**src/hdl/dal_cfg.svh**
```systemverilog
`ifndef DAL_CFG_SVH
`define DAL_CFG_SVH

// ==========================================================
// Timing.
`define DAL_CLK_HZ 100000000
`define DAL_TICK_S 1
`define DAL_TICK_W 27
`define DAL_MENU_TIMEOUT_S 5'h14
`define DAL_VAL_W 20
`define DAL_SEC_W 12
`define DAL_SEC_MAX 12'he10

// ==========================================================
// Register offsets, alarm two at alarm one plus stride.
`define DAL_ALM_STRIDE 8'h20
`define DAL_REG_CTRL 8'h00
`define DAL_REG_SETPOINT 8'h04
`define DAL_REG_HYST 8'h08
`define DAL_REG_WAIT 8'h0c
`define DAL_REG_MUTE 8'h10
`define DAL_REG_GLOBAL 8'h40
`define DAL_REG_PIN 8'h44
`define DAL_REG_STATUS 8'h48
`define DAL_REG_LIMIT 8'h40

// ==========================================================
// Field positions.
`define DAL_CTRL_EN 0
`define DAL_CTRL_HIGH 1
`define DAL_CTRL_CLOSED 2
`define DAL_GLB_ALT 0
`define DAL_GLB_MENU 1
`define DAL_BTN_SEL 0
`define DAL_BTN_UP 1
`define DAL_BTN_DOWN 2
`define DAL_BTN_RET 3

// ==========================================================
// Reset values.
`define DAL_RST_PIN 16'h0000
`define DAL_RST_CTRL 3'h2

`endif

```
**src/hdl/dal_top_unused_none.sv**
```systemverilog
`timescale 1ns/1ps
`default_nettype none
`default_nettype wire

```
**src/hdl/dal_pkg.sv**
```systemverilog
`include "dal_cfg.svh"

package dal_pkg;

  typedef enum logic [1:0] {
    PH_IDLE,
    PH_WAITING,
    PH_ACTIVE,
    PH_MUTED
  } dal_phase_t;

  typedef enum logic [1:0] {
    MENU_DISPLAY,
    MENU_CODE,
    MENU_SELECT,
    MENU_EDIT
  } dal_menu_t;

  typedef struct packed {
    logic [1:0] en;
    logic [1:0] dir_high;
    logic [1:0] closed_idle;
    logic [1:0][`DAL_VAL_W-1:0] sp;
    logic [1:0][`DAL_VAL_W-1:0] hyst;
    logic [1:0][`DAL_SEC_W-1:0] wait_s;
    logic [1:0][`DAL_SEC_W-1:0] mute_s;
    logic [1:0][`DAL_SEC_W-1:0] cnt;
    logic [1:0] cond;
    dal_phase_t [1:0] phase;
    logic alt_on;
    logic menu_on;
    logic [15:0] pin;
    logic [`DAL_TICK_W-1:0] tick_cnt;
    logic tick_p;
    logic blink;
    logic [1:0] show;
    dal_menu_t menu;
    logic [4:0] idle_s;
    logic [15:0] code;
    logic [2:0] pos;
    logic sel_sp;
    logic [`DAL_VAL_W-1:0] edit_val;
    logic [3:0] btn_prev;
    logic [31:0] rdata;
    logic [1:0] out_closed;
    logic [1:0] ann;
  } dal_state_t;

endpackage

```
**src/hdl/dal_top.sv**
```systemverilog
// Overview of operation
// - Enable bit gates alarm, keeps parameters.
// - Setpoints accepted only within calibrated range.
// - Each alarm selects high or low.
// - Output open or closed idle, inverts active.
// - Loop power lost opens both outputs.
// - Hysteresis in displayed engineering units.
// - High sets at setpoint, clears below minus band.
// - Activation wait 0 to 3600 seconds.
// - Wait must hold unbroken, break restarts.
// - Annunciator flashes waiting, steady when active.
// - Nonzero mute period makes select accept.
// - Accept mutes output, reactivates after period.
// - Annunciator flashes while muted.
// - Alternate display cycles tags of active alarms.
// - No alternating during wait or mute.
// - Select plus up opens setpoint menu.
// - Menu disabled means no setpoint access.
// - Four digit pin, zero skips check.
// - Reset: menu off, pin zero.
// - Wrong pin or twenty seconds idle exits.
// - Compare against displayed value with tare.
//
// The plain strobed port and the register offsets were left to the implementer.
`timescale 1ns/1ps
`default_nettype none
`include "dal_cfg.svh"

module dal_top
  import dal_pkg::*;
#(
  parameter int TICK_CYCLES = `DAL_CLK_HZ * `DAL_TICK_S
)
(
  // Clock and reset.
  input wire logic clk,
  input wire logic rst,
  // Process value and calibration limits.
  input wire logic [`DAL_VAL_W-1:0] display_value,
  input wire logic [`DAL_VAL_W-1:0] range_min,
  input wire logic [`DAL_VAL_W-1:0] range_max,
  input wire logic loop_power_ok,
  // Push buttons, level, high while pressed.
  input wire logic btn_select,
  input wire logic btn_up,
  input wire logic btn_down,
  input wire logic btn_return,
  // Register port.
  input wire logic [7:0] reg_addr,
  input wire logic [31:0] reg_wdata,
  input wire logic reg_write,
  input wire logic reg_read,
  output logic [31:0] reg_rdata,
  // Switched outputs and display.
  output logic [1:0] alarm_closed,
  output logic [1:0] annunciator,
  output logic [1:0] display_tag,
  output logic [1:0] menu_state,
  output logic [2:0] menu_digit,
  output logic [`DAL_VAL_W-1:0] menu_value
);

  localparam logic [`DAL_TICK_W-1:0] TICK_LAST = `DAL_TICK_W'(TICK_CYCLES - 1);
  localparam logic [2:0] RST_CTRL = `DAL_RST_CTRL;

  dal_state_t s;
  dal_state_t next_s;

  // ==========================================================
  // Helper functions.
  function automatic logic in_range(input logic [`DAL_VAL_W-1:0] v,
                                    input logic [`DAL_VAL_W-1:0] lo,
                                    input logic [`DAL_VAL_W-1:0] hi);
    in_range = ($signed(v) >= $signed(lo)) && ($signed(v) <= $signed(hi));
  endfunction

  function automatic logic alarm_cond(input logic [`DAL_VAL_W-1:0] v,
                                      input logic [`DAL_VAL_W-1:0] sp,
                                      input logic [`DAL_VAL_W-1:0] hy,
                                      input logic high,
                                      input logic prev);
    logic signed [`DAL_VAL_W:0] vx;
    logic signed [`DAL_VAL_W:0] spx;
    logic signed [`DAL_VAL_W:0] hyx;
    vx = {v[`DAL_VAL_W-1], v};
    spx = {sp[`DAL_VAL_W-1], sp};
    hyx = {1'b0, hy};
    if (high)
    begin
      alarm_cond = prev ? (vx >= spx - hyx) : (vx >= spx);
    end
    else
    begin
      alarm_cond = prev ? (vx <= spx + hyx) : (vx <= spx);
    end
  endfunction

  function automatic logic [`DAL_VAL_W-1:0] digit_weight(input logic [2:0] p);
    case (p)
      3'h0: digit_weight = `DAL_VAL_W'h00001;
      3'h1: digit_weight = `DAL_VAL_W'h0000a;
      3'h2: digit_weight = `DAL_VAL_W'h00064;
      3'h3: digit_weight = `DAL_VAL_W'h003e8;
      default: digit_weight = `DAL_VAL_W'h02710;
    endcase
  endfunction

  function automatic logic [7:0] alarm_field(input logic [7:0] a);
    alarm_field = (a >= `DAL_ALM_STRIDE) ? (a - `DAL_ALM_STRIDE) : a;
  endfunction

  function automatic logic [12:0] clip_sec(input logic [31:0] d);
    clip_sec = {d[31:12] == 20'h00000 && d[11:0] <= `DAL_SEC_MAX, d[11:0]};
  endfunction

  // ==========================================================
  // Next state.
  always_comb
  begin
    logic [3:0] btn;
    logic [3:0] rise;
    logic tick;
    logic accept;
    logic [1:0] act;
    logic [3:0] dig;
    logic [7:0] fld;
    logic idx;
    logic [12:0] sec;
    btn = 4'h0;
    rise = 4'h0;
    tick = 1'b0;
    accept = 1'b0;
    act = 2'h0;
    dig = 4'h0;
    fld = 8'h00;
    idx = 1'b0;
    sec = 13'h0000;
    next_s = s;

    btn[`DAL_BTN_SEL] = btn_select;
    btn[`DAL_BTN_UP] = btn_up;
    btn[`DAL_BTN_DOWN] = btn_down;
    btn[`DAL_BTN_RET] = btn_return;
    rise = btn & ~s.btn_prev;
    next_s.btn_prev = btn;

    // One second tick and blink phase.
    next_s.tick_p = 1'b0;
    if (s.tick_cnt == TICK_LAST)
    begin
      next_s.tick_cnt = '0;
      next_s.tick_p = 1'b1;
      next_s.blink = ~s.blink;
    end
    else
    begin
      next_s.tick_cnt = s.tick_cnt + 1'b1;
    end
    tick = s.tick_p;

    accept = rise[`DAL_BTN_SEL] && !btn[`DAL_BTN_UP] && (s.menu == MENU_DISPLAY);

    // Alarm channels.
    for (int i = 0; i < 2; i++)
    begin
      next_s.cond[i] = alarm_cond(display_value, s.sp[i], s.hyst[i], s.dir_high[i], s.cond[i]);
      if (!s.en[i])
      begin
        next_s.phase[i] = PH_IDLE;
      end
      else
      begin
        case (s.phase[i])
          PH_IDLE:
          begin
            next_s.cnt[i] = '0;
            if (s.cond[i])
            begin
              next_s.phase[i] = (s.wait_s[i] == '0) ? PH_ACTIVE : PH_WAITING;
            end
          end
          PH_WAITING:
          begin
            if (!s.cond[i])
            begin
              next_s.phase[i] = PH_IDLE;
            end
            else if (tick)
            begin
              next_s.cnt[i] = s.cnt[i] + 1'b1;
              if (s.cnt[i] + 1'b1 >= s.wait_s[i])
              begin
                next_s.phase[i] = PH_ACTIVE;
              end
            end
          end
          PH_ACTIVE:
          begin
            next_s.cnt[i] = '0;
            if (!s.cond[i])
            begin
              next_s.phase[i] = PH_IDLE;
            end
            else if (accept && s.mute_s[i] != '0)
            begin
              next_s.phase[i] = PH_MUTED;
            end
          end
          PH_MUTED:
          begin
            if (!s.cond[i])
            begin
              next_s.phase[i] = PH_IDLE;
            end
            else if (tick)
            begin
              next_s.cnt[i] = s.cnt[i] + 1'b1;
              if (s.cnt[i] + 1'b1 >= s.mute_s[i])
              begin
                next_s.phase[i] = PH_ACTIVE;
              end
            end
          end
          default: next_s.phase[i] = PH_IDLE;
        endcase
      end
      act[i] = (s.phase[i] == PH_ACTIVE);
      next_s.out_closed[i] = loop_power_ok && (s.closed_idle[i] ^ act[i]);
      next_s.ann[i] = act[i] || (((s.phase[i] == PH_WAITING) || (s.phase[i] == PH_MUTED)) && s.blink);
    end

    // Alternate display sequence.
    if (!s.alt_on || act == 2'h0)
    begin
      next_s.show = 2'h0;
    end
    else if (tick)
    begin
      case (s.show)
        2'h0: next_s.show = act[0] ? 2'h1 : 2'h2;
        2'h1: next_s.show = act[1] ? 2'h2 : 2'h0;
        default: next_s.show = 2'h0;
      endcase
    end
    else if ((s.show == 2'h1 && !act[0]) || (s.show == 2'h2 && !act[1]))
    begin
      next_s.show = 2'h0;
    end

    // Direct setpoint menu.
    if (rise != 4'h0)
    begin
      next_s.idle_s = '0;
    end
    else if (tick && s.menu != MENU_DISPLAY)
    begin
      next_s.idle_s = s.idle_s + 1'b1;
    end
    if (s.menu != MENU_DISPLAY && s.idle_s >= `DAL_MENU_TIMEOUT_S)
    begin
      next_s.menu = MENU_DISPLAY;
    end
    else
    begin
      case (s.menu)
        MENU_DISPLAY:
        begin
          next_s.idle_s = '0;
          if (s.menu_on && btn[`DAL_BTN_SEL] && btn[`DAL_BTN_UP] && (rise[`DAL_BTN_SEL] || rise[`DAL_BTN_UP]))
          begin
            next_s.menu = (s.pin == 16'h0000) ? MENU_SELECT : MENU_CODE;
            next_s.code = 16'h0000;
            next_s.pos = 3'h0;
            next_s.sel_sp = 1'b0;
          end
        end
        MENU_CODE:
        begin
          dig = s.code[s.pos[1:0]*4 +: 4];
          if (rise[`DAL_BTN_UP])
          begin
            next_s.code[s.pos[1:0]*4 +: 4] = (dig == 4'h9) ? 4'h0 : dig + 4'h1;
          end
          else if (rise[`DAL_BTN_DOWN])
          begin
            next_s.code[s.pos[1:0]*4 +: 4] = (dig == 4'h0) ? 4'h9 : dig - 4'h1;
          end
          else if (rise[`DAL_BTN_SEL])
          begin
            next_s.pos = {1'b0, s.pos[1:0] + 2'h1};
          end
          else if (rise[`DAL_BTN_RET])
          begin
            next_s.menu = (s.code == s.pin) ? MENU_SELECT : MENU_DISPLAY;
          end
        end
        MENU_SELECT:
        begin
          if (rise[`DAL_BTN_UP] || rise[`DAL_BTN_DOWN])
          begin
            next_s.sel_sp = ~s.sel_sp;
          end
          else if (rise[`DAL_BTN_SEL])
          begin
            next_s.menu = MENU_EDIT;
            next_s.pos = 3'h0;
            next_s.edit_val = s.sp[s.sel_sp];
          end
          else if (rise[`DAL_BTN_RET])
          begin
            next_s.menu = MENU_DISPLAY;
          end
        end
        MENU_EDIT:
        begin
          if (rise[`DAL_BTN_UP])
          begin
            next_s.edit_val = s.edit_val + digit_weight(s.pos);
          end
          else if (rise[`DAL_BTN_DOWN])
          begin
            next_s.edit_val = s.edit_val - digit_weight(s.pos);
          end
          else if (rise[`DAL_BTN_SEL])
          begin
            next_s.pos = (s.pos == 3'h4) ? 3'h0 : s.pos + 3'h1;
          end
          else if (rise[`DAL_BTN_RET])
          begin
            if (in_range(s.edit_val, range_min, range_max))
            begin
              next_s.sp[s.sel_sp] = s.edit_val;
            end
            next_s.menu = MENU_SELECT;
          end
        end
        default: next_s.menu = MENU_DISPLAY;
      endcase
    end

    // Register writes.
    fld = alarm_field(reg_addr);
    idx = (reg_addr >= `DAL_ALM_STRIDE);
    sec = clip_sec(reg_wdata);
    if (reg_write)
    begin
      if (reg_addr < `DAL_REG_LIMIT)
      begin
        case (fld)
          `DAL_REG_CTRL:
          begin
            next_s.en[idx] = reg_wdata[`DAL_CTRL_EN];
            next_s.dir_high[idx] = reg_wdata[`DAL_CTRL_HIGH];
            next_s.closed_idle[idx] = reg_wdata[`DAL_CTRL_CLOSED];
          end
          `DAL_REG_SETPOINT:
          begin
            if (in_range(reg_wdata[`DAL_VAL_W-1:0], range_min, range_max))
            begin
              next_s.sp[idx] = reg_wdata[`DAL_VAL_W-1:0];
            end
          end
          `DAL_REG_HYST: next_s.hyst[idx] = reg_wdata[`DAL_VAL_W-1:0];
          `DAL_REG_WAIT:
          begin
            if (sec[12])
            begin
              next_s.wait_s[idx] = sec[11:0];
            end
          end
          `DAL_REG_MUTE:
          begin
            if (sec[12])
            begin
              next_s.mute_s[idx] = sec[11:0];
            end
          end
          default: next_s.rdata = s.rdata;
        endcase
      end
      else if (reg_addr == `DAL_REG_GLOBAL)
      begin
        next_s.alt_on = reg_wdata[`DAL_GLB_ALT];
        next_s.menu_on = reg_wdata[`DAL_GLB_MENU];
      end
      else if (reg_addr == `DAL_REG_PIN)
      begin
        next_s.pin = reg_wdata[15:0];
      end
    end

    // Register reads.
    next_s.rdata = 32'h00000000;
    if (reg_read)
    begin
      if (reg_addr < `DAL_REG_LIMIT)
      begin
        case (fld)
          `DAL_REG_CTRL: next_s.rdata = {29'h0, s.closed_idle[idx], s.dir_high[idx], s.en[idx]};
          `DAL_REG_SETPOINT: next_s.rdata = {12'h000, s.sp[idx]};
          `DAL_REG_HYST: next_s.rdata = {12'h000, s.hyst[idx]};
          `DAL_REG_WAIT: next_s.rdata = {20'h00000, s.wait_s[idx]};
          `DAL_REG_MUTE: next_s.rdata = {20'h00000, s.mute_s[idx]};
          default: next_s.rdata = 32'h00000000;
        endcase
      end
      else
      begin
        case (reg_addr)
          `DAL_REG_GLOBAL: next_s.rdata = {30'h0, s.menu_on, s.alt_on};
          `DAL_REG_PIN: next_s.rdata = {16'h0000, s.pin};
          `DAL_REG_STATUS: next_s.rdata = {18'h0, s.menu, s.show, s.ann, s.out_closed, s.cond,
                                           s.phase[1], s.phase[0]};
          default: next_s.rdata = 32'h00000000;
        endcase
      end
    end
  end

  // ==========================================================
  // State register.
  always_ff @(posedge clk)
  begin
    if (rst)
    begin
      s <= '0;
      s.en <= {2{RST_CTRL[`DAL_CTRL_EN]}};
      s.dir_high <= {2{RST_CTRL[`DAL_CTRL_HIGH]}};
      s.closed_idle <= {2{RST_CTRL[`DAL_CTRL_CLOSED]}};
      s.pin <= `DAL_RST_PIN;
      s.menu_on <= 1'b0;
      s.phase[0] <= PH_IDLE;
      s.phase[1] <= PH_IDLE;
      s.menu <= MENU_DISPLAY;
    end
    else
    begin
      s <= next_s;
    end
  end

  // ==========================================================
  // Outputs.
  assign reg_rdata = s.rdata;
  assign alarm_closed = s.out_closed;
  assign annunciator = s.ann;
  assign display_tag = s.show;
  assign menu_state = s.menu;
  assign menu_digit = s.pos;
  assign menu_value = s.edit_val;

endmodule

`default_nettype wire

```
**config.mk**
```make
export PLATFORM = sky130hd
export DESIGN_NAME = dal_top
export DESIGN_NICKNAME = d
export VERILOG_FILES = /design/src/hdl/dal_top_unused_none.sv /design/src/hdl/dal_pkg.sv /design/src/hdl/dal_top.sv
export VERILOG_INCLUDE_DIRS = /design/src /design/src/hdl
export SDC_FILE = /design/constraint.sdc
export NUM_CORES = 1
export LEC_CHECK = 0
export BUFFER_PORTS_ARGS = -buffer_cell sky130_fd_sc_hd__buf_2
export CAP_MARGIN = 25
export CORE_MARGIN = 2
export CORE_UTILIZATION = 35
export CTS_CLUSTER_DIAMETER = 100
export CTS_CLUSTER_SIZE = 10
export DETAILED_ROUTE_END_ITERATION = 12
export GPL_TIMING_DRIVEN = 0
export PLACE_DENSITY_LB_ADDON = 0.3
export SYNTH_ARGS = -nofsm -noshare
export SYNTH_HDL_FRONTEND = slang
export SYNTH_SLANG_ARGS = --single-unit
```
**constraint.sdc**
```tcl
create_clock -name clk -period 4.7 [get_ports clk]
set_input_delay 0.47 -clock clk [delete_from_list [all_inputs] [get_ports clk]]
set_output_delay 0.47 -clock clk [all_outputs]
set_load 0.01 [all_outputs]
```
Word-level counts from Yosys, hierarchy flattened
Cells that the tools add are included.
{"block": "classes", "add_sub_neg": 16, "order_cmp": 24, "n_eq_ne": 58, "shift": 4, "n_mux": 144, "n_bitwise": 12, "n_reduce_logical": 77}
{"op": "$mux W20", "count": 20}
{"op": "$mux W40", "count": 10}
{"op": "$mux W128", "count": 2}
{"op": "$bwmux W40", "count": 3}
{"op": "$mux W12", "count": 9}
{"op": "$pmux W20 S5", "count": 1}
{"op": "$mux W24", "count": 4}
{"op": "$ge A20 B20 Y1", "count": 4}
{"op": "$le A20 B20 Y1", "count": 4}
{"op": "$mux W2", "count": 39}
{"op": "$shiftx A4 B34 Y16", "count": 2}
{"op": "$pmux W14 S4", "count": 1}
{"op": "$bwmux W24", "count": 2}
{"op": "$ge A12 B12 Y1", "count": 4}
{"op": "$pmux W12 S2", "count": 2}
{"op": "$pmux W16 S3", "count": 1}
{"op": "$mux W45", "count": 1}
{"op": "$add A20 B21 Y21", "count": 2}
{"op": "$ge A20 B21 Y1", "count": 2}
{"op": "$le A20 B21 Y1", "count": 2}
{"op": "$sub A20 B21 Y21", "count": 2}
{"op": "$demux W20 S1", "count": 2}
{"op": "$pmux W20 S2", "count": 1}
{"op": "$neg A4 Y34", "count": 1}
{"op": "other kinds (74)", "count": 214}
{"block": "totals", "register_bits": 300, "in_bits": 109, "out_inout_bits": 63, "wordCells": 368}

Longest topological paths before layout
Gate-level depths: netlist (run 1).
{"block": "depth", "word_depth": 17, "depth_mapped": 22, "depth_no_buf": 22}

Least setup slack after synthesis (run 1)
Ideal clock, no wire load.
{"block": "synth_path", "path_type": "reg2reg", "startpoint": "register s[274] (netlist name)", "endpoint": "register s[141] (netlist name)", "arrival_time_ns": 4.158, "path_slack_ns": 0.413, "stages_incl_launch_ff": 22, "path_buffers": 0, "synth_period_minus_slack_ns": 4.287, "path_cell_list": "dfxtp_1 > ha_1 > inv_1 > fa_1 > o21bai_1 > a21oi_1 > o21ai_0 > a31oi_1 > o21bai_1 > a21oi_1 > o41ai_1 > o21a_1 > xnor2_1 > ha_1 > a21o_1 > a21o_1 > a211oi_1 > o21ai_0 > or4_1 > nand3_1 > mux2_2 > a22oi_1"}
{"block": "synth_via", "elab_chain_len": 4}
{"item": "from (decl)", "line": "dal_top.sv:66", "text": "dal_state_t s;"}
{"item": "from (signal assigned)", "line": "dal_top.sv:438", "text": "s <= next_s;"}
{"item": "$add A20 B21 Y21 or $sub A20 B21 Y21 (tied branches)", "line": "dal_top.sv:94, dal_top.sv:90"}
{"item": "$le A20 B21 Y1 or $ge A20 B21 Y1 (tied branches)", "line": "dal_top.sv:94, dal_top.sv:90"}
{"item": "$mux W1 (on tied branches)", "line": "dal_top.sv:94, dal_top.sv:90"}
{"item": "$mux W1 *", "line": "dal_top.sv:88", "text": "if (high)"}
Every way passes the cells marked *; elsewhere a longest branch is shown, timed or not.
A chain may end at the register's enable or synchronous reset.

Final worst setup path (run 1)
{"block": "layout_path", "startpoint": "register s[243] (netlist name)", "endpoint": "register s[141] (netlist name)"}
Same word-level chain as after synthesis.

==> results of run 1 <==
==> metal layers <==
metal,global-route usage [%],up-vias
li1,-,11770
met1,33.54,11490
met2,39.14,1029
met3,3.759,226
met4,10.53,4
met5,0,-
==> registers in the layout, indices dropped and copies added (netlist names) <==
register / cells
menu_value: 20
alarm_closed: 2
reg_rdata: 20
menu_digit: 3
s: 237
display_tag: 2
menu_state: 2
annunciator: 2
==> power by group through the flow <==
| stage | Combinational, mW | Sequential (mW) | Clock (mW) |
|---|---|---|---|
| after floorplan | 0.430 | 2.51 | 0 |
| after global placement | 0.717 | 2.52 | 0 |
| after detailed placement | 0.726 | 2.52 | 0 |
| after CTS | 0.732 | 2.46 | 2.57 |
| after global routing | 0.819 | 2.46 | 2.64 |
| final | 0.753 | 2.46 | 2.53 |
==> timing repair <==
item                                    in CTS  in global routing
endpoints found under the setup margin       2                  7
pin swaps                                    8                 24
resized for setup                           29                 30
setup buffers                                5                 10
==> kinds of logic after synthesis <==
| group | count (synthesis) | share of synthesized area [%] |
|---|---|---|
| buffers and inverters | 448 | 7.742 |
| xor gates and xnor gates | 160 | 5.591 |
| AOI/OAI and AO/OA | 817 | 21.28 |
| and+or+nand+nor | 998 | 18.51 |
| muxes | 118 | 4.892 |
| DFF | 288 | 23.00 |
| other | 1 | 0.01496 |
| adders and majority gates | 377 | 18.97 |
==> final cells by class <==
cell class              instances  area (um2)  area share (%)
clock inverters                 5       87.58          0.3080
multi-input cells            2482       17620           61.95
plain buffers                 203        1023           3.599
well taps                     950        1189           4.180
diodes                          2       5.005         0.01760
inverters                     239       897.1           3.155
flip-flops and latches        288        5784           20.34
repair buffers                176       954.7           3.357
clock buffers                  36       879.6           3.093
==> through the flow <==
step,hold slack (ns),utilization (%)
after global placement,0.4568,37.99
final,0.1366,39.92
after global routing,0.1484,39.92
after CTS,0.1188,39.62
after detailed placement,0.4569,38.07
after floorplan,0.4444,-
==> final timing paths <==
path,start,to,slack (ns),depth (start not counted)
max reg2reg,s[243]$_SDFFE_PP0P_,s[141]$_SDFF_PP0_,0.1,22
min reg2reg,s[153]$_SDFFE_PP0P_,s[153]$_SDFFE_PP0P_,0.46,2
max,s[243]$_SDFFE_PP0P_,s[141]$_SDFF_PP0_,0.1,22
min,btn_down,s[38]$_SDFF_PP0_,0.14,2
==> placed cells by master, fill, tap and decap left out, drive strengths merged, types with 12 or more instances in the layout <==
| master | n |
|---|---|
| clkbuf | 153 |
| o31ai | 14 |
| mux2i | 109 |
| nor2 | 333 |
| nor4 | 46 |
| nor3 | 34 |
| a31oi | 17 |
| xnor2 | 118 |
| nand3 | 65 |
| nand2 | 294 |
| a21boi | 14 |
| and2 | 18 |
| a221oi | 16 |
| a211oi | 56 |
| ha | 372 |
| o211ai | 44 |
| o21bai | 19 |
| nand2b | 32 |
| a22oi | 43 |
| dfxtp | 288 |
| or2 | 12 |
| buf | 262 |
| a21o | 76 |
| inv | 243 |
| nand4 | 60 |
| o22ai | 22 |
| a21oi | 262 |
| o21ai | 127 |
| nor2b | 39 |
| conb | 12 |
| and3 | 20 |
| xor2 | 42 |
==> worst max-delay path: cells and delay by family (launching register included) <==
kind / cells / cell delay, ns
compound gates: 10 / 1.40
buf+inv: 4 / 0.85
simple gates: 5 / 1.08
mux: 1 / 0.16
flops: 1 / 0.35
fa+ha+maj: 2 / 0.61
==> impl_results.md, run 1 <==
* Clock share of power at 44.1%
* Critical Path Max Stage Delay at 0.56 ns
* Hold Path Class: input port to flip-flop
* Port-buffer cells at 154
* Count leader, synth: ha_1
* Tcrit/Tclk final at 97.91%
* Vias/cell at 5.597
* First drt pass iteration count at 6
* Overall Power at 5.751 mW
* Post-synth EDFFs at 0
* First-pass GRT wire length at 140600 um
* Flop pwr share at 42.9%
* Layout cells sized above 1 at 10.79%
* Clock Sinks at 288
* CP Capture Type: flip-flop
* Power Dens Cells at 202.2 nW/um2
* Syn_area_per_cell at 7.816 um2
* Clock root cell: clkbuf_16
* Vias in the first global route at 22950
* Share of the synthesized area in the top cell type at 23.00%
* Crit Path Max Fanout at 9
* Crit path DAT at 5.04 ns
* Core Area at 71240 um2
* DRC viols at 0
* Largest net degree at the start of global routing at 11
* Worst rel slew slack at 19.34%
* Worst-Skew Late Latency at 0.57 ns
* Slew @ Worst Pin at 1.210 ns
* I/O pin cnt at 172
* RSZ-0062 raised after global routing: yes
* CP Class: flip-flop to flip-flop
* Total track usage at 24.80%
* Area Growth Syn to Fin at 13.46%
* Die Width at 271.6 um
* Status: complete, no violations
* Comb power frac at 13.1%
* Final instance area at 28440 um2
* Initial core utilization at 35.18%
* CP Cell Sequence: inv_1 > ha_1 > clkbuf_1 > o31ai_4 > a31oi_1 > o21bai_1 > a21oi_2 > o41ai_2 > buf_4 > buf_4 > o211ai_1 > o211ai_1 > ha_1 > nand4_1 > nand4bb_4 > nor2_1 > a211oi_2 > o21ai_1 > or4_1 > nand3_2 > mux2_4 > a22oi_1
* Pre-CTS WS at -0.8413 ns
* Slowest CP cell: or4_1
* #FFs+latches synth at 288
* H-tree Lvls at 2
* CTS buffer count at 35
* Post-synthesis sequential area ratio at 23.00%
* Most used DFF post-synth: dfxtp_1
* DRT antenna net count at 0
* Mapped Cells at 3207
* Leakage power at 12.16 nW
* DRT met1 WL at 41510 um
* Routed wl met3 at 7512 um
* Core Rows at 98
* Setup Viol. Count Final at 0
* Req. time, crit path at 5.14 ns
* Via count at 24520
* Yosys cell types at 77
* Synth Cell Area at 25070 um2
* Layout fillers at 7420
* CTS Buffer Depth at 3
* Async S/R FF share, synth at 0%
* Post-Layout Cell Count at 4381
* Clk pin slew, worst setup/hold paths at 0.06 ns
* Top sig layer: met5
* Final nets at 3911
* Clock skew at 0.02757 ns
* Setup TNS at 0 ns
* HPWL after DPL at 74960 um
* Placed Cells at 4327
* Iteration-0 DRC count of the detailed router at 2244
* Met2 wire len at 41340 um
* Die outline area at 73770 um2
* Setup WS post-layout at 0.09828 ns
* CTS Hold Buffers Added at 0
* Yosys warning count at 0
* Gr ovfl total at 0
* F_max at 217.3 MHz
* Switching power at 1.646 mW
* Routed WL at 94890 um
* Top cells by area, synth: dfxtp_1 (23%), ha_1 (19%), a21oi_1 (5.2%), nor2_1 (5.0%), nand2_1 (4.4%)
* Internal at 4.106 mW
* Maxcap violations at 0
* Initial antenna violation count at 6
* Nature of the critical path startpoint: flip-flop
* DIE HEIGHT at 271.6 um
* Placed Area at 27120 um2
* Post-synth top area cell: dfxtp_1
* Switching part of the total power at 28.61%
* Final Hold Fails at 0
* Tmin final at 4.602 ns
* Post-synth top cells: ha_1 (372), nor2_1 (331), nand2_1 (291), dfxtp_1 (288), a21oi_1 (262)
* Average wire per standard cell at 21.66 um
* Final max-slew violation count at 0
* VDD IR-drop max at 0.2571 mV
* TritonCTS clock tree: done
* GP Congestion at 0.9611
Note: power is estimated with default switching activity, not from simulation.
==> run 2, diff against run 1 <==
Settings changed: ABC_AREA from default to 1, PLACE_DENSITY from default to 0.59, PLACE_DENSITY_LB_ADDON 0.3 to default, REMOVE_ABC_BUFFERS from default to 1.
==> run 2 against run 1 <==
- non-clock buffer count shrank 213
- sequential share of layout area grew 0.20 points
- setup slack gained 0.17 ns
- critical endpoint unchanged
- combinational power grew to 2.7 times the previous value
- register-to-register slack gained 0.17 ns
- critical path depth is the same
- synthesized cell count grew 21%
- largest cell class unchanged
- utilization shrank 2.0 points
- design area shrank 1.3%
- highest routed layer is now met4
- global-route usage shrank 1.3 points
- area after synthesis grew 3.9%
- critical path type unchanged
==> impl_results.md, run 2 <==
* Tmin final at 4.436 ns (-0.1657 ns)
* CP Class: flip-flop to flip-flop
* Routed wl met3 at 5479 um (-27%)
* #FFs+latches synth at 288 (unchanged)
* Switching power at 2.640 mW (+60%)
* Die outline area at 76620 um2 (+3.9%)
* Layout cells sized above 1 at 7.522% (-3.3 points)
* Post-synthesis xor/xnor area fraction at 4.068% (-1.5 points)
* Status: complete, no violations
* Power Dens Cells at 253.3 nW/um2 (+25%)
* Flop pwr share at 37.1% (-5.8 points)
* Routed WL at 92810 um (-2.2%)
* Clock root cell: clkbuf_16
* Reg with most FFs: s
* Clock Sinks at 288 (unchanged)
* H-tree Lvls at 2 (unchanged)
* Core Rows at 100 (+2.0%)
* Post-synth top cells: nand2_1 (662), inv_1 (528), a21oi_1 (473), ha_1 (372), o21ai_0 (339)
* Mapped Cells at 3871 (+21%)
* Adder-Cell Fraction of Synth Area at 18.25% (-0.72 points)
* GP Congestion at 0.9417 (-2.0%)
* DRC viols at 0 (unchanged)
* Overall Power at 7.114 mW (+24%)
* F_max at 225.4 MHz (+3.7%)
* Worst-Skew Late Latency at 0.59 ns (+0.02 ns)
* Largest net degree at the start of global routing at 95 (+84)
* Yosys warning count at 0 (unchanged)
* DRT antenna net count at 0 (unchanged)
* Top cells by area, synth: dfxtp_1 (22%), ha_1 (18%), nand2_1 (9.5%), a21oi_1 (9.1%), inv_1 (7.6%)
* Slew @ Worst Pin at 1.036 ns (-0.1742 ns)
* Fin util at 37.91% (-2.0 points)
* Port-buffer cells at 159 (+3.2%)
* CTS buffer count at 34 (-2.9%)
* Internal at 4.474 mW (+9.0%)
* Most used DFF post-synth: dfxtp_1
* Post-synth top area cell: dfxtp_1
* DIE HEIGHT at 276.8 um (+1.9%)
* Via count at 25550 (+4.2%)
* Comb power frac at 28.5% (+15 points)
* Simple-gate share of the synthesized area at 22.18% (+3.7 points)
* Crit path DAT at 4.95 ns (-0.09 ns)
* Largest family of logic cells by synthesized area: simple AND/OR/NAND/NOR gates
* Vias/cell at 5.265 (-5.9%)
* First-pass GRT wire length at 141100 um (+0.34%)
* DRT met1 WL at 42950 um (+3.5%)
* Maxcap violations at 0 (unchanged)
* Final nets at 4366 (+12%)
* Clock skew at 0.02459 ns (-0.002973 ns)
* Gr ovfl total at 0 (unchanged)
* Req. time, crit path at 5.21 ns (+0.07 ns)
* Area Growth Syn to Fin at 7.805%
* Commonest non-fill, non-tap cell in the layout: nand2_1
* Yosys cell types at 64 (-17%)
* CP Capture Type: flip-flop
* CTS Buffer Depth at 3 (unchanged)
* First drt pass iteration count at 6 (unchanged)
* Setup TNS at 0 ns (unchanged)
* Nature of the critical path startpoint: flip-flop
* Count leader, synth: nand2_1
* Post-synthesis sequential area ratio at 22.13% (-0.87 points)
* Total track usage at 23.55% (-1.3 points)
* Reg-to-reg slack, setup at 0.26 ns (+0.17 ns)
* Hold Path Class: input port to flip-flop
* Top sig layer: met4
* Synth Area in Compound Gates at 21.29% (about the same)
* Crit Path Max Fanout at 5 (-4)
* Largest register FFs at 237 (unchanged)
* Clk pin slew, worst setup/hold paths at 0.08 ns (+0.02 ns)
* Leakage power at 13.15 nW (+8.2%)
* Share of the synthesized area in the top cell type at 22.13% (-0.87 points)
* Setup Viol. Count Final at 0 (unchanged)
* Average wire per standard cell at 19.13 um (-12%)
* HPWL after DPL at 73370 um (-2.1%)
* Initial antenna violation count at 3 (-3)
* Clock share of power at 34.4% (-9.7 points)
* Syn_area_per_cell at 6.729 um2 (-14%)
* RSZ-0062 raised after global routing: no
* VDD IR-drop max at 0.2611 mV (+1.5%)
* Vias in the first global route at 23700 (+3.3%)
* Die Width at 276.8 um (+1.9%)
* Async S/R FF share, synth at 0% (unchanged)
* Initial core utilization at 35.17% (about the same)
* I/O pin cnt at 172 (unchanged)
* Post-Layout Cell Count at 4852 (+11%)
* TritonCTS clock tree: done
* Synth Cell Area at 26050 um2 (+3.9%)
* Final max-slew violation count at 0 (unchanged)
* Post-synth EDFFs at 0 (unchanged)
* Iteration-0 DRC count of the detailed router at 2356 (+5.0%)
* Met2 wire len at 41640 um (+0.72%)
* Tcrit/Tclk final at 94.38% (-3.5 points)
* Worst rel slew slack at 30.88% (+12 points)
* Final Hold Fails at 0 (unchanged)
* Mux cell area share after synthesis at 0% (-4.9 points)
* Most frequent cells in the layout: nand2_1 (662), inv_1 (526), a21oi_1 (472)
* Switching part of the total power at 37.11% (+8.5 points)
* Placed Cells at 4811 (+11%)
* Core Area at 74070 um2 (+4.0%)
==> run 2: layout make-up <==
type | count | area (um2)
antenna | 1 | 2.502
fill | 8014 | 45990
timing repair buffer | 166 | 938.4
inverter | 542 | 2042
clock buffer | 35 | 864.6
tap | 969 | 1212
multi-input combinational | 2848 | 17190
clock inverter | 3 | 62.56
sequential | 288 | 5768
==> run 2: power groups by stage <==
stage | clock network, mW | registers [mW] | logic (mW)
6_report | 2.45 | 2.64 | 2.03
4_1_cts | 2.50 | 2.63 | 1.99
3_3_place_gp | 0 | 2.69 | 1.96
3_5_place_dp | 0 | 2.68 | 1.98
2_1_floorplan | 0 | 2.64 | 1.34
5_1_grt | 2.57 | 2.64 | 2.27
==> run 2: final timing paths <==
| check | end | cells after the start | startpoint |
|---|---|---|---|
| max | s[141]$_SDFF_PP0_ | 22 | s[274]$_SDFF_PP0_ |
| min | s[39]$_SDFF_PP0_ | 3 | btn_return |
| max reg2reg | s[141]$_SDFF_PP0_ | 22 | s[274]$_SDFF_PP0_ |
| min reg2reg | s[117]$_SDFF_PP0_ | 2 | s[117]$_SDFF_PP0_ |
==> run 2: stage by stage <==
step | setup slack (ns) | cell area (um2) | hold slack (ns)
floorplan | 1.095 | 24990 | 0.4286
global placement | -3.054 | 26990 | 0.4389
detailed placement | 0.05976 | 27110 | 0.4519
CTS | 0.03062 | 28040 | 0.09277
global route | 0.005577 | 28080 | 0.1405
finish | 0.2640 | 28080 | 0.1027
==> run 2: what timing repair did <==
item	CTS	global route
hold buffers	0	0
buffers inserted	0	1
resized for setup	0	6
endpoints found under the setup margin	0	11
==> run 2: routing by layer <==
metal  vias to the layer above  GRT usage [%]
met1                     11680          32.76
met5                         -              0
li1                      12930              -
met4                         0          7.121
met3                       126          2.337
met2                       818          38.34
==> run 2: cells by family after synthesis <==
family                     after synthesis
AOI/OAI and AO/OA                     1022
DFF                                    288
adders and majority gates              377
xor gates and xnor gates               121
and+or+nand+nor                       1316
other                                    1
buffers and inverters                  746
==> run 2: worst max-delay path: stages (launching register included) <==
cell and delay, ns:
dfxtp_1 0.40, inv_1 0.19, ha_1 0.18, inv_1 0.08, fa_1 0.48, nand3_1 0.13
nand2_1 0.12, a21oi_2 0.26, nor3_1 0.09, nor2_1 0.21, o21ai_1 0.15, a31oi_1 0.26
o21ai_1 0.12, xor2_1 0.15, ha_1 0.31, a21oi_1 0.13, o21ai_0 0.09, a21oi_1 0.21
nand3_1 0.12, or2_2 0.28, nand3_1 0.18, nand3_1 0.10, a21oi_1 0.12
